$ cat config.mk
export PLATFORM = sky130hd
export DESIGN_NAME = adt_timer
export DESIGN_NICKNAME = d
export VERILOG_FILES = /design/src/design/adt_pkg.sv /design/src/design/adt_timer.sv
export SDC_FILE = /design/constraint.sdc
export NUM_CORES = 1
export LEC_CHECK = 0
export BUFFER_PORTS_ARGS = -buffer_cell sky130_fd_sc_hd__buf_4
export CORE_MARGIN = 1
export CORE_UTILIZATION = 62
export CTS_BUF_LIST = sky130_fd_sc_hd__clkbuf_4 sky130_fd_sc_hd__clkbuf_8
export CTS_CLUSTER_SIZE = 16
export DETAILED_ROUTE_END_ITERATION = 8
export MAX_ROUTING_LAYER = met4
export PLACE_DENSITY_LB_ADDON = 0.15
export SETUP_SLACK_MARGIN = 0.4
export SYNTH_ARGS = -nofsm -noshare
export SYNTH_HDL_FRONTEND = slang
export SYNTH_SLANG_ARGS = --single-unit
export TNS_END_PERCENT = 5
$ cat constraint.sdc
create_clock -name clk_sys_in -period 5.95 [get_ports clk_sys_in]
set_input_delay 0.8925 -clock clk_sys_in [delete_from_list [all_inputs] [get_ports clk_sys_in]]
set_output_delay 0.8925 -clock clk_sys_in [all_outputs]
set_load 0.05 [all_outputs]
$ cat src/design/adt_pkg.sv
// Purpose: Constants and state type for the down-counting timer with AXI4-Lite registers
// Assumes: One clock, synchronous inputs, 32-bit data bus
// Notes: Identification values are module parameters of the timer, except the ECO revision taken from input pins
// How it works
// Counter is a 32-bit register counting down toward zero.
// Interrupt status sets when a decrement brings the count to zero.
// Interrupt stays set until software writes the clear register.
// External input used as enable lets counting run only while it is high.
// Zero event in the same cycle as a clear leaves status at one.
// External clock mode uses two-flop synchroniser, edge detect, counts on edges.
// External source keeps its input below half the system clock rate.
// Register access only advances while the gated register clock enable is high.
// Counting runs every system clock cycle regardless of register clock gating.
// Integrator supplies gated register clock same rate, synchronous to system clock.
// Optional read-only ID registers carry 12-bit part number and 7-bit JEDEC code.
// ECO revision input pins read back in ID register 3 bits 7:4.
// Control register at 0x000: irq enable, ext clock, ext enable, timer enable.
// Reload value at 0x008 loads into the count after it reaches zero.
// Interrupt status at 0x00C; writing one to bit 0 clears it.
// Every transfer answers one cycle after acceptance, no waits, always OKAY.
// Interrupt output high only while status and interrupt enable are both set.
// External enable input passes the same two-flop synchroniser before use.
package adt_pkg;
    localparam logic [11:0] ADT_OFS_CTRL = 12'h000;
    localparam logic [11:0] ADT_OFS_VALUE = 12'h004;
    localparam logic [11:0] ADT_OFS_RELOAD = 12'h008;
    localparam logic [11:0] ADT_OFS_IRQ = 12'h00c;
    localparam logic [11:0] ADT_OFS_PID4 = 12'hfd0;
    localparam logic [11:0] ADT_OFS_PID5 = 12'hfd4;
    localparam logic [11:0] ADT_OFS_PID6 = 12'hfd8;
    localparam logic [11:0] ADT_OFS_PID7 = 12'hfdc;
    localparam logic [11:0] ADT_OFS_PID0 = 12'hfe0;
    localparam logic [11:0] ADT_OFS_PID1 = 12'hfe4;
    localparam logic [11:0] ADT_OFS_PID2 = 12'hfe8;
    localparam logic [11:0] ADT_OFS_PID3 = 12'hfec;
    localparam logic [11:0] ADT_OFS_CID0 = 12'hff0;
    localparam logic [11:0] ADT_OFS_CID1 = 12'hff4;
    localparam logic [11:0] ADT_OFS_CID2 = 12'hff8;
    localparam logic [11:0] ADT_OFS_CID3 = 12'hffc;

    localparam int ADT_CTRL_EN = 0;
    localparam int ADT_CTRL_EXT_EN = 1;
    localparam int ADT_CTRL_EXT_CLK = 2;
    localparam int ADT_CTRL_IRQ_EN = 3;

    localparam logic [3:0] ADT_RST_CTRL = 4'h0;
    localparam logic [31:0] ADT_RST_VALUE = 32'h0000_0000;
    localparam logic [31:0] ADT_RST_RELOAD = 32'h0000_0000;
    localparam logic [31:0] ADT_ONE = 32'h0000_0001;
    localparam logic [1:0] ADT_RESP_OKAY = 2'h0;

    typedef struct packed {
        logic [3:0] ctrl;
        logic [31:0] value;
        logic [31:0] reload;
        logic irq;
        logic ext_s1;
        logic ext_s2;
        logic ext_prev;
        logic bvalid;
        logic rvalid;
        logic [31:0] rdata;
    } adt_state_t;
endpackage : adt_pkg

$ cat src/design/adt_timer.sv
// Purpose: 32-bit down-counting timer with AXI4-Lite register slave
// Assumes: Inputs synchronous to clk_sys_in; gated register clock given as an enable
// Notes: Bus answers one cycle after acceptance, always OKAY
`timescale 1ns/1ps
module adt_timer import adt_pkg::*; #(
    parameter int ADDR_W = 12,
    parameter logic [11:0] PART_NUM = 12'h5a3, // Arbitrary value
    parameter logic [6:0] JEDEC_ID = 7'h2c, // Arbitrary value
    parameter logic [3:0] JEDEC_CONT = 4'h3, // Arbitrary value
    parameter logic [3:0] REVISION = 4'h1, // Arbitrary value
    parameter logic [3:0] CUST_MOD = 4'h0, // Arbitrary value
    parameter logic [31:0] COMP_ID = 32'h6e_a7_3c_42 // Arbitrary value
) (
    // Clock and reset
    input wire logic clk_sys_in,
    input wire logic nrst_in,
    // Register clock gate and strap pins
    input wire logic gated_register_clock_en_in,
    input wire logic [3:0] eco_revision_in,
    // Timer pins
    input wire logic external_count_input_in,
    output logic timer_irq_out,
    // AXI4-Lite write address
    input wire logic awvalid_in,
    output logic awready_out,
    input wire logic [ADDR_W-1:0] awaddr_in,
    // AXI4-Lite write data
    input wire logic wvalid_in,
    output logic wready_out,
    input wire logic [31:0] wdata_in,
    input wire logic [3:0] wstrb_in,
    // AXI4-Lite write response
    output logic bvalid_out,
    input wire logic bready_in,
    output logic [1:0] bresp_out,
    // AXI4-Lite read address
    input wire logic arvalid_in,
    output logic arready_out,
    input wire logic [ADDR_W-1:0] araddr_in,
    // AXI4-Lite read data
    output logic rvalid_out,
    input wire logic rready_in,
    output logic [31:0] rdata_out,
    output logic [1:0] rresp_out
);

    generate
        if (ADDR_W < 12) begin : g_addr_check
            $error("ADDR_W must be at least 12");
        end
    endgenerate

    adt_state_t q;
    adt_state_t d;

    logic wr_fire;
    logic rd_fire;
    logic [11:0] wr_ofs;
    logic dec;
    logic zero_hit;
    logic irq_clr;
    logic wr_value;

    // Byte-lane merge for write strobes
    function automatic logic [31:0] merge(input logic [31:0] old, input logic [31:0] nw,
                                          input logic [3:0] strb);
        logic [31:0] r;
        r = old;
        for (int i = 0; i < 4; i++) begin
            if (strb[i]) begin
                r[8*i +: 8] = nw[8*i +: 8];
            end
        end
        return r;
    endfunction : merge

    // Read decode; unmapped words read as zero
    function automatic logic [31:0] read_word(input logic [11:0] ofs, input adt_state_t s,
                                              input logic [3:0] eco);
        logic [31:0] r;
        r = 32'h0000_0000;
        case ({ofs[11:2], 2'b00})
            ADT_OFS_CTRL: r = {28'h0000000, s.ctrl};
            ADT_OFS_VALUE: r = s.value;
            ADT_OFS_RELOAD: r = s.reload;
            ADT_OFS_IRQ: r = {31'h00000000, s.irq};
            ADT_OFS_PID4: r = {24'h000000, 4'h0, JEDEC_CONT};
            ADT_OFS_PID0: r = {24'h000000, PART_NUM[7:0]};
            ADT_OFS_PID1: r = {24'h000000, JEDEC_ID[3:0], PART_NUM[11:8]};
            ADT_OFS_PID2: r = {24'h000000, REVISION, 1'b1, JEDEC_ID[6:4]};
            ADT_OFS_PID3: r = {24'h000000, eco, CUST_MOD};
            ADT_OFS_CID0: r = {24'h000000, COMP_ID[7:0]};
            ADT_OFS_CID1: r = {24'h000000, COMP_ID[15:8]};
            ADT_OFS_CID2: r = {24'h000000, COMP_ID[23:16]};
            ADT_OFS_CID3: r = {24'h000000, COMP_ID[31:24]};
            default: r = 32'h0000_0000;
        endcase
        return r;
    endfunction : read_word

    // Address and write data handshakes advance only while the register clock runs; B and R responses retire regardless
    assign awready_out = gated_register_clock_en_in && !q.bvalid
                         && awvalid_in && wvalid_in;
    assign wready_out = awready_out;
    assign arready_out = gated_register_clock_en_in && !q.rvalid;
    assign wr_fire = awready_out;
    assign rd_fire = arvalid_in && arready_out;
    assign wr_ofs = {awaddr_in[11:2], 2'b00};
    assign wr_value = wr_fire && wr_ofs == ADT_OFS_VALUE;
    assign irq_clr = wr_fire && wr_ofs == ADT_OFS_IRQ && wstrb_in[0] && wdata_in[0];

    // Count qualifier: level enable or edge clock from synchronised input
    always_comb begin
        dec = q.ctrl[ADT_CTRL_EN];
        if (q.ctrl[ADT_CTRL_EXT_EN] && !q.ext_s2) begin
            dec = 1'b0;
        end
        if (q.ctrl[ADT_CTRL_EXT_CLK] && !(q.ext_s2 && !q.ext_prev)) begin
            dec = 1'b0;
        end
    end

    assign zero_hit = dec && q.value == ADT_ONE;

    always_comb begin
        d = q;
        d.ext_s1 = external_count_input_in;
        d.ext_s2 = q.ext_s1;
        d.ext_prev = q.ext_s2;
        if (dec) begin
            if (q.value == 32'h0000_0000) begin
                d.value = q.reload;
            end else begin
                d.value = q.value - ADT_ONE;
            end
        end
        if (irq_clr) begin
            d.irq = 1'b0;
        end
        if (zero_hit) begin
            d.irq = 1'b1;
        end
        if (wr_fire) begin
            case (wr_ofs)
                ADT_OFS_CTRL: begin
                    if (wstrb_in[0]) begin
                        d.ctrl = wdata_in[3:0];
                    end
                end
                ADT_OFS_VALUE: d.value = merge(q.value, wdata_in, wstrb_in);
                ADT_OFS_RELOAD: d.reload = merge(q.reload, wdata_in, wstrb_in);
                default: d.ctrl = q.ctrl;
            endcase
            d.bvalid = 1'b1;
        end else if (bready_in) begin
            d.bvalid = 1'b0;
        end
        if (rd_fire) begin
            d.rvalid = 1'b1;
            d.rdata = read_word(araddr_in[11:0], q, eco_revision_in);
        end else if (rready_in) begin
            d.rvalid = 1'b0;
        end
    end

    always_ff @(posedge clk_sys_in or negedge nrst_in) begin
        if (!nrst_in) begin
            q.ctrl <= ADT_RST_CTRL;
            q.value <= ADT_RST_VALUE;
            q.reload <= ADT_RST_RELOAD;
            q.irq <= 1'b0;
            q.ext_s1 <= 1'b0;
            q.ext_s2 <= 1'b0;
            q.ext_prev <= 1'b0;
            q.bvalid <= 1'b0;
            q.rvalid <= 1'b0;
            q.rdata <= 32'h0000_0000;
        end else begin
            q <= d;
        end
    end

    assign timer_irq_out = q.irq && q.ctrl[ADT_CTRL_IRQ_EN];
    assign bvalid_out = q.bvalid;
    assign bresp_out = ADT_RESP_OKAY;
    assign rvalid_out = q.rvalid;
    assign rdata_out = q.rdata;
    assign rresp_out = ADT_RESP_OKAY;
endmodule : adt_timer

==> flow_summary_export.csv <==
group,metric,value,unit
synth,yosys_warnings,0,
placed_design,place_congestion,0.900,
timing,fmax,289,MHz
worst_setup_path,start_kind,"flop",
floorplanning,dieArea,10300,um^2
floorplanning,die_w,102,um
power,p_leak,3.00,nW
timing,fin_skew,0.0141,ns
worst_setup_path,critPathBufInv,1,
power,netSwitchingFraction,0.256,
worst_setup_path,crit_arrival,3.73,ns
finish,area_growth,12.0,%
detailed_routing,drc,0,
placed_design,pre_cts_slack,2.52,ns
global_route,grt_pass1_vias,5210,
clock_network,clock-sinks,106,
status,status,"complete, no violations",
timing,timing.slew.headroom,0.206,
worst_setup_path,regToRegSetupSlack,2.49,ns
worst_setup_path,slowest_delay,0.81,ns
global_route,grt_pass1_wl,25.9,mm
global_route,grt_overflow,0,
worst_setup_path,cp_max_fo,18,
finish,stdcell_count,845,
global_route,grt_use_total,0.341,
clock_network,cts_hold_buffers,0,
synth,ys.flop_type,"dfrtp_1",
synth,yosysMostFrequentCell,"dfrtp_1",
detailed_routing,vias_per_cell,6.47,
placed_design,hpwl,11.7,mm
clock_network,clk_pin_slew,0.09,ns
placed_design,port-buffer-count,106,
power,max-vdd-ir-drop,0.000210,V
synth,seq_area_frac_synth,0.431,
detailed_routing,drt-initial-drc-count,470,
synth,syn_area_per_cell,9.35,um^2
power,seqPwrFrac,0.589,
worst_setup_path,path_cells,"inv_1, ha_1, or4b_4, nor2_1, nand4_1, a311o_1, a21oi_1, nor3_1",
floorplanning,start_util,0.653,
synth,synth_cell_type_count,75,
synth,synthCells,658,
clock_network,cts_resized,0,
worst_setup_path,crit_path_top_delay_cell,"nand4_1",
placed_design,placed_area,6740,um^2
finish,n_fill_cell,720,
worst_setup_path,cp.required,6.22,ns
global_route,grt_max_degree,66,
min_path,hold_path.class,"reg -> reg",
detailed_routing,drtPass1Iterations,5,
timing,rsz0062_at_grt,"false",
clock_network,clockRootBuffer,"clkbuf_8",
clock_network,post_cts.repair.setup_buffers,0,
synth,synth_edf_count,0,
timing,hold_viol_final,0,
synth,ys_top_cells_by_count,"dfrtp_1, nand2_1, o21ai_0",
detailed_routing,wl_per_cell,19.2,um
clock_network,cts_buffers,9,
timing,worst_slack,2.49,ns
synth,async_reset_ff_frac,1.00,
worst_setup_path,cp-end-kind,"flop",
power,power_density,180,nW/um^2
timing,final.setup.tns,0,ns
floorplanning,core_area,9420,um^2
timing,finalCritPeriodShare,0.582,
floorplanning,die_y,102,um
finish,layout-drive-gt1-share,0.258,
clock_network,cts.path.max_buffers,2,
clock_network,htree_levels,3,
power,p_clk_frac,0.310,
detailed_routing,routed_wl,16.2,mm
synth,synthTopCellsByArea,"dfrtp_1, mux2_2, o21ai_0",
detailed_routing,via_count,5466,
synth,synth-seq-cells,106,
finish,fin_nets,789,
floorplanning,fp-row-count,35,
floorplanning,io_pins,115,
synth,yosys.area.top_type,"dfrtp_1",
timing,tightest_slew,1.19,ns
synth,syn_area,6150,um^2
worst_setup_path,path_delay_family,"simple AND/OR/NAND/NOR gates",
finish,fin_area,6890,um^2
power,power.switching,318,uW
global_route,antenna_found_initial,0,
detailed_routing,detail-route-antenna-nets,0,
finish,num_antenna_cells,0,
run,cap_violations,0,
timing,finalCriticalPeriod,3.46,ns
placed_design,dp_cells,832,
synth,yosysTopAreaCellShare,0.431,
power,power_frac_comb,0.101,
timing,setup_viol,0,
clock_network,clk_latency,0.38,ns
worst_setup_path,worst-setup-path-type,"reg -> reg",
timing,report.final.slew_viol_count,0,
clock_network,tritoncts,"done",
power,p_int,925,uW
==> through the flow <==
stage | power [mW] | hold WS [ns] | utilization
finish | 1.24 | 0.380 | 0.732
global route | 1.29 | 0.389 | 0.732
CTS | 1.25 | 0.386 | 0.732
detailed placement | 0.871 | 0.364 | 0.716
global placement | 0.868 | 0.344 | 0.716
floorplan | 0.801 | 0.331 | -
==> cell families after synthesis <==
family	after synthesis	synth area share
AO/OA/AOI/OAI	193	0.203
XOR/XNOR	6	0.00854
adder cells (fa/ha/maj)	2	0.00407
buffers and inverters	82	0.0793
flip-flops	106	0.431
multiplexers	44	0.0811
other	1	0.000610
AND/OR/NAND/NOR	224	0.192
==> worst register-to-register path, stage by stage, from the launching register on <==
cell	delay (ns)
dfrtp_1	0.50
inv_1	0.10
ha_1	0.26
or4b_4	0.52
nor2_1	0.31
nand4_1	0.81
a311o_1	0.62
a21oi_1	0.16
nor3_1	0.08
==> state kept, by name (all words and copies together), names as in the netlist <==
name / count
q: 70
rdata_out: 32
d: 2
bvalid_out: 1
rvalid_out: 1
==> power groups by stage <==
| stage | Sequential [mW] | Combinational (mW) | Clock, mW |
|---|---|---|---|
| CTS | 0.732 | 0.125 | 0.392 |
| floorplan | 0.749 | 0.0518 | 0 |
| finish | 0.733 | 0.125 | 0.385 |
| global route | 0.733 | 0.136 | 0.418 |
| global placement | 0.746 | 0.122 | 0 |
| detailed placement | 0.746 | 0.125 | 0 |
==> layout by cell type (no fill, tap or decap), drive strengths merged, types with 3 or more instances in the layout <==
| master | Yosys | layout |
|---|---|---|
| clkbuf | 26 | 10 |
| buf | 45 | 113 |
| a221oi | 5 | 5 |
| o21a | 6 | 6 |
| a211oi | 6 | 6 |
| a2111oi | 3 | 3 |
| mux2i | 6 | 6 |
| nand2 | 69 | 69 |
| nand3 | 14 | 14 |
| conb | 1 | 4 |
| and3 | 4 | 4 |
| o21ai | 63 | 63 |
| o22ai | 14 | 14 |
| nor4 | 16 | 16 |
| inv | 11 | 11 |
| or3 | 8 | 8 |
| o211ai | 6 | 6 |
| mux2 | 37 | 37 |
| nand4 | 4 | 4 |
| or2 | 3 | 3 |
| and2 | 4 | 4 |
| xnor2 | 4 | 4 |
| a22oi | 26 | 26 |
| o31a | 3 | 3 |
| a21oi | 31 | 31 |
| or4 | 8 | 8 |
| nand2b | 6 | 6 |
| nor3 | 25 | 25 |
| nor2 | 50 | 50 |
| a41oi | 3 | 3 |
| dfrtp | 106 | 106 |
| o311ai | 3 | 3 |
| nor2b | 5 | 5 |
| a31oi | 4 | 4 |
==> cell type report <==
| type | instances | area [um^2] | area share |
|---|---|---|---|
| clock buffer | 10 | 131 | 0.0191 |
| clock inverter | 3 | 20.0 | 0.00291 |
| inverter | 11 | 41.3 | 0.00599 |
| multi-input combinational | 473 | 3040 | 0.441 |
| sequential | 106 | 2650 | 0.385 |
| tap | 129 | 161 | 0.0234 |
| timing repair buffer | 113 | 848 | 0.123 |
==> final timing paths <==
path | from | cells after the start | endpoint
setup / recovery | q[70] | 8 | q[79]
hold / removal | d[35] | 0 | d[34]
setup reg to reg | q[70] | 8 | q[79]
hold reg to reg | d[35] | 0 | d[34]
max in group asynchronous | nrst_in | 2 | rdata_out[26]
min in group asynchronous | nrst_in | 1 | rdata_out[0]
==> metal layers <==
metal	GRT usage	vias up	wire length (um)
li1	-	2508	-
met1	0.461	2603	6900
met2	0.510	313	7560
met3	0.0552	42	1400
met4	0.143	0	333
met5	-	-	0
(Power assumes the default switching activity.)
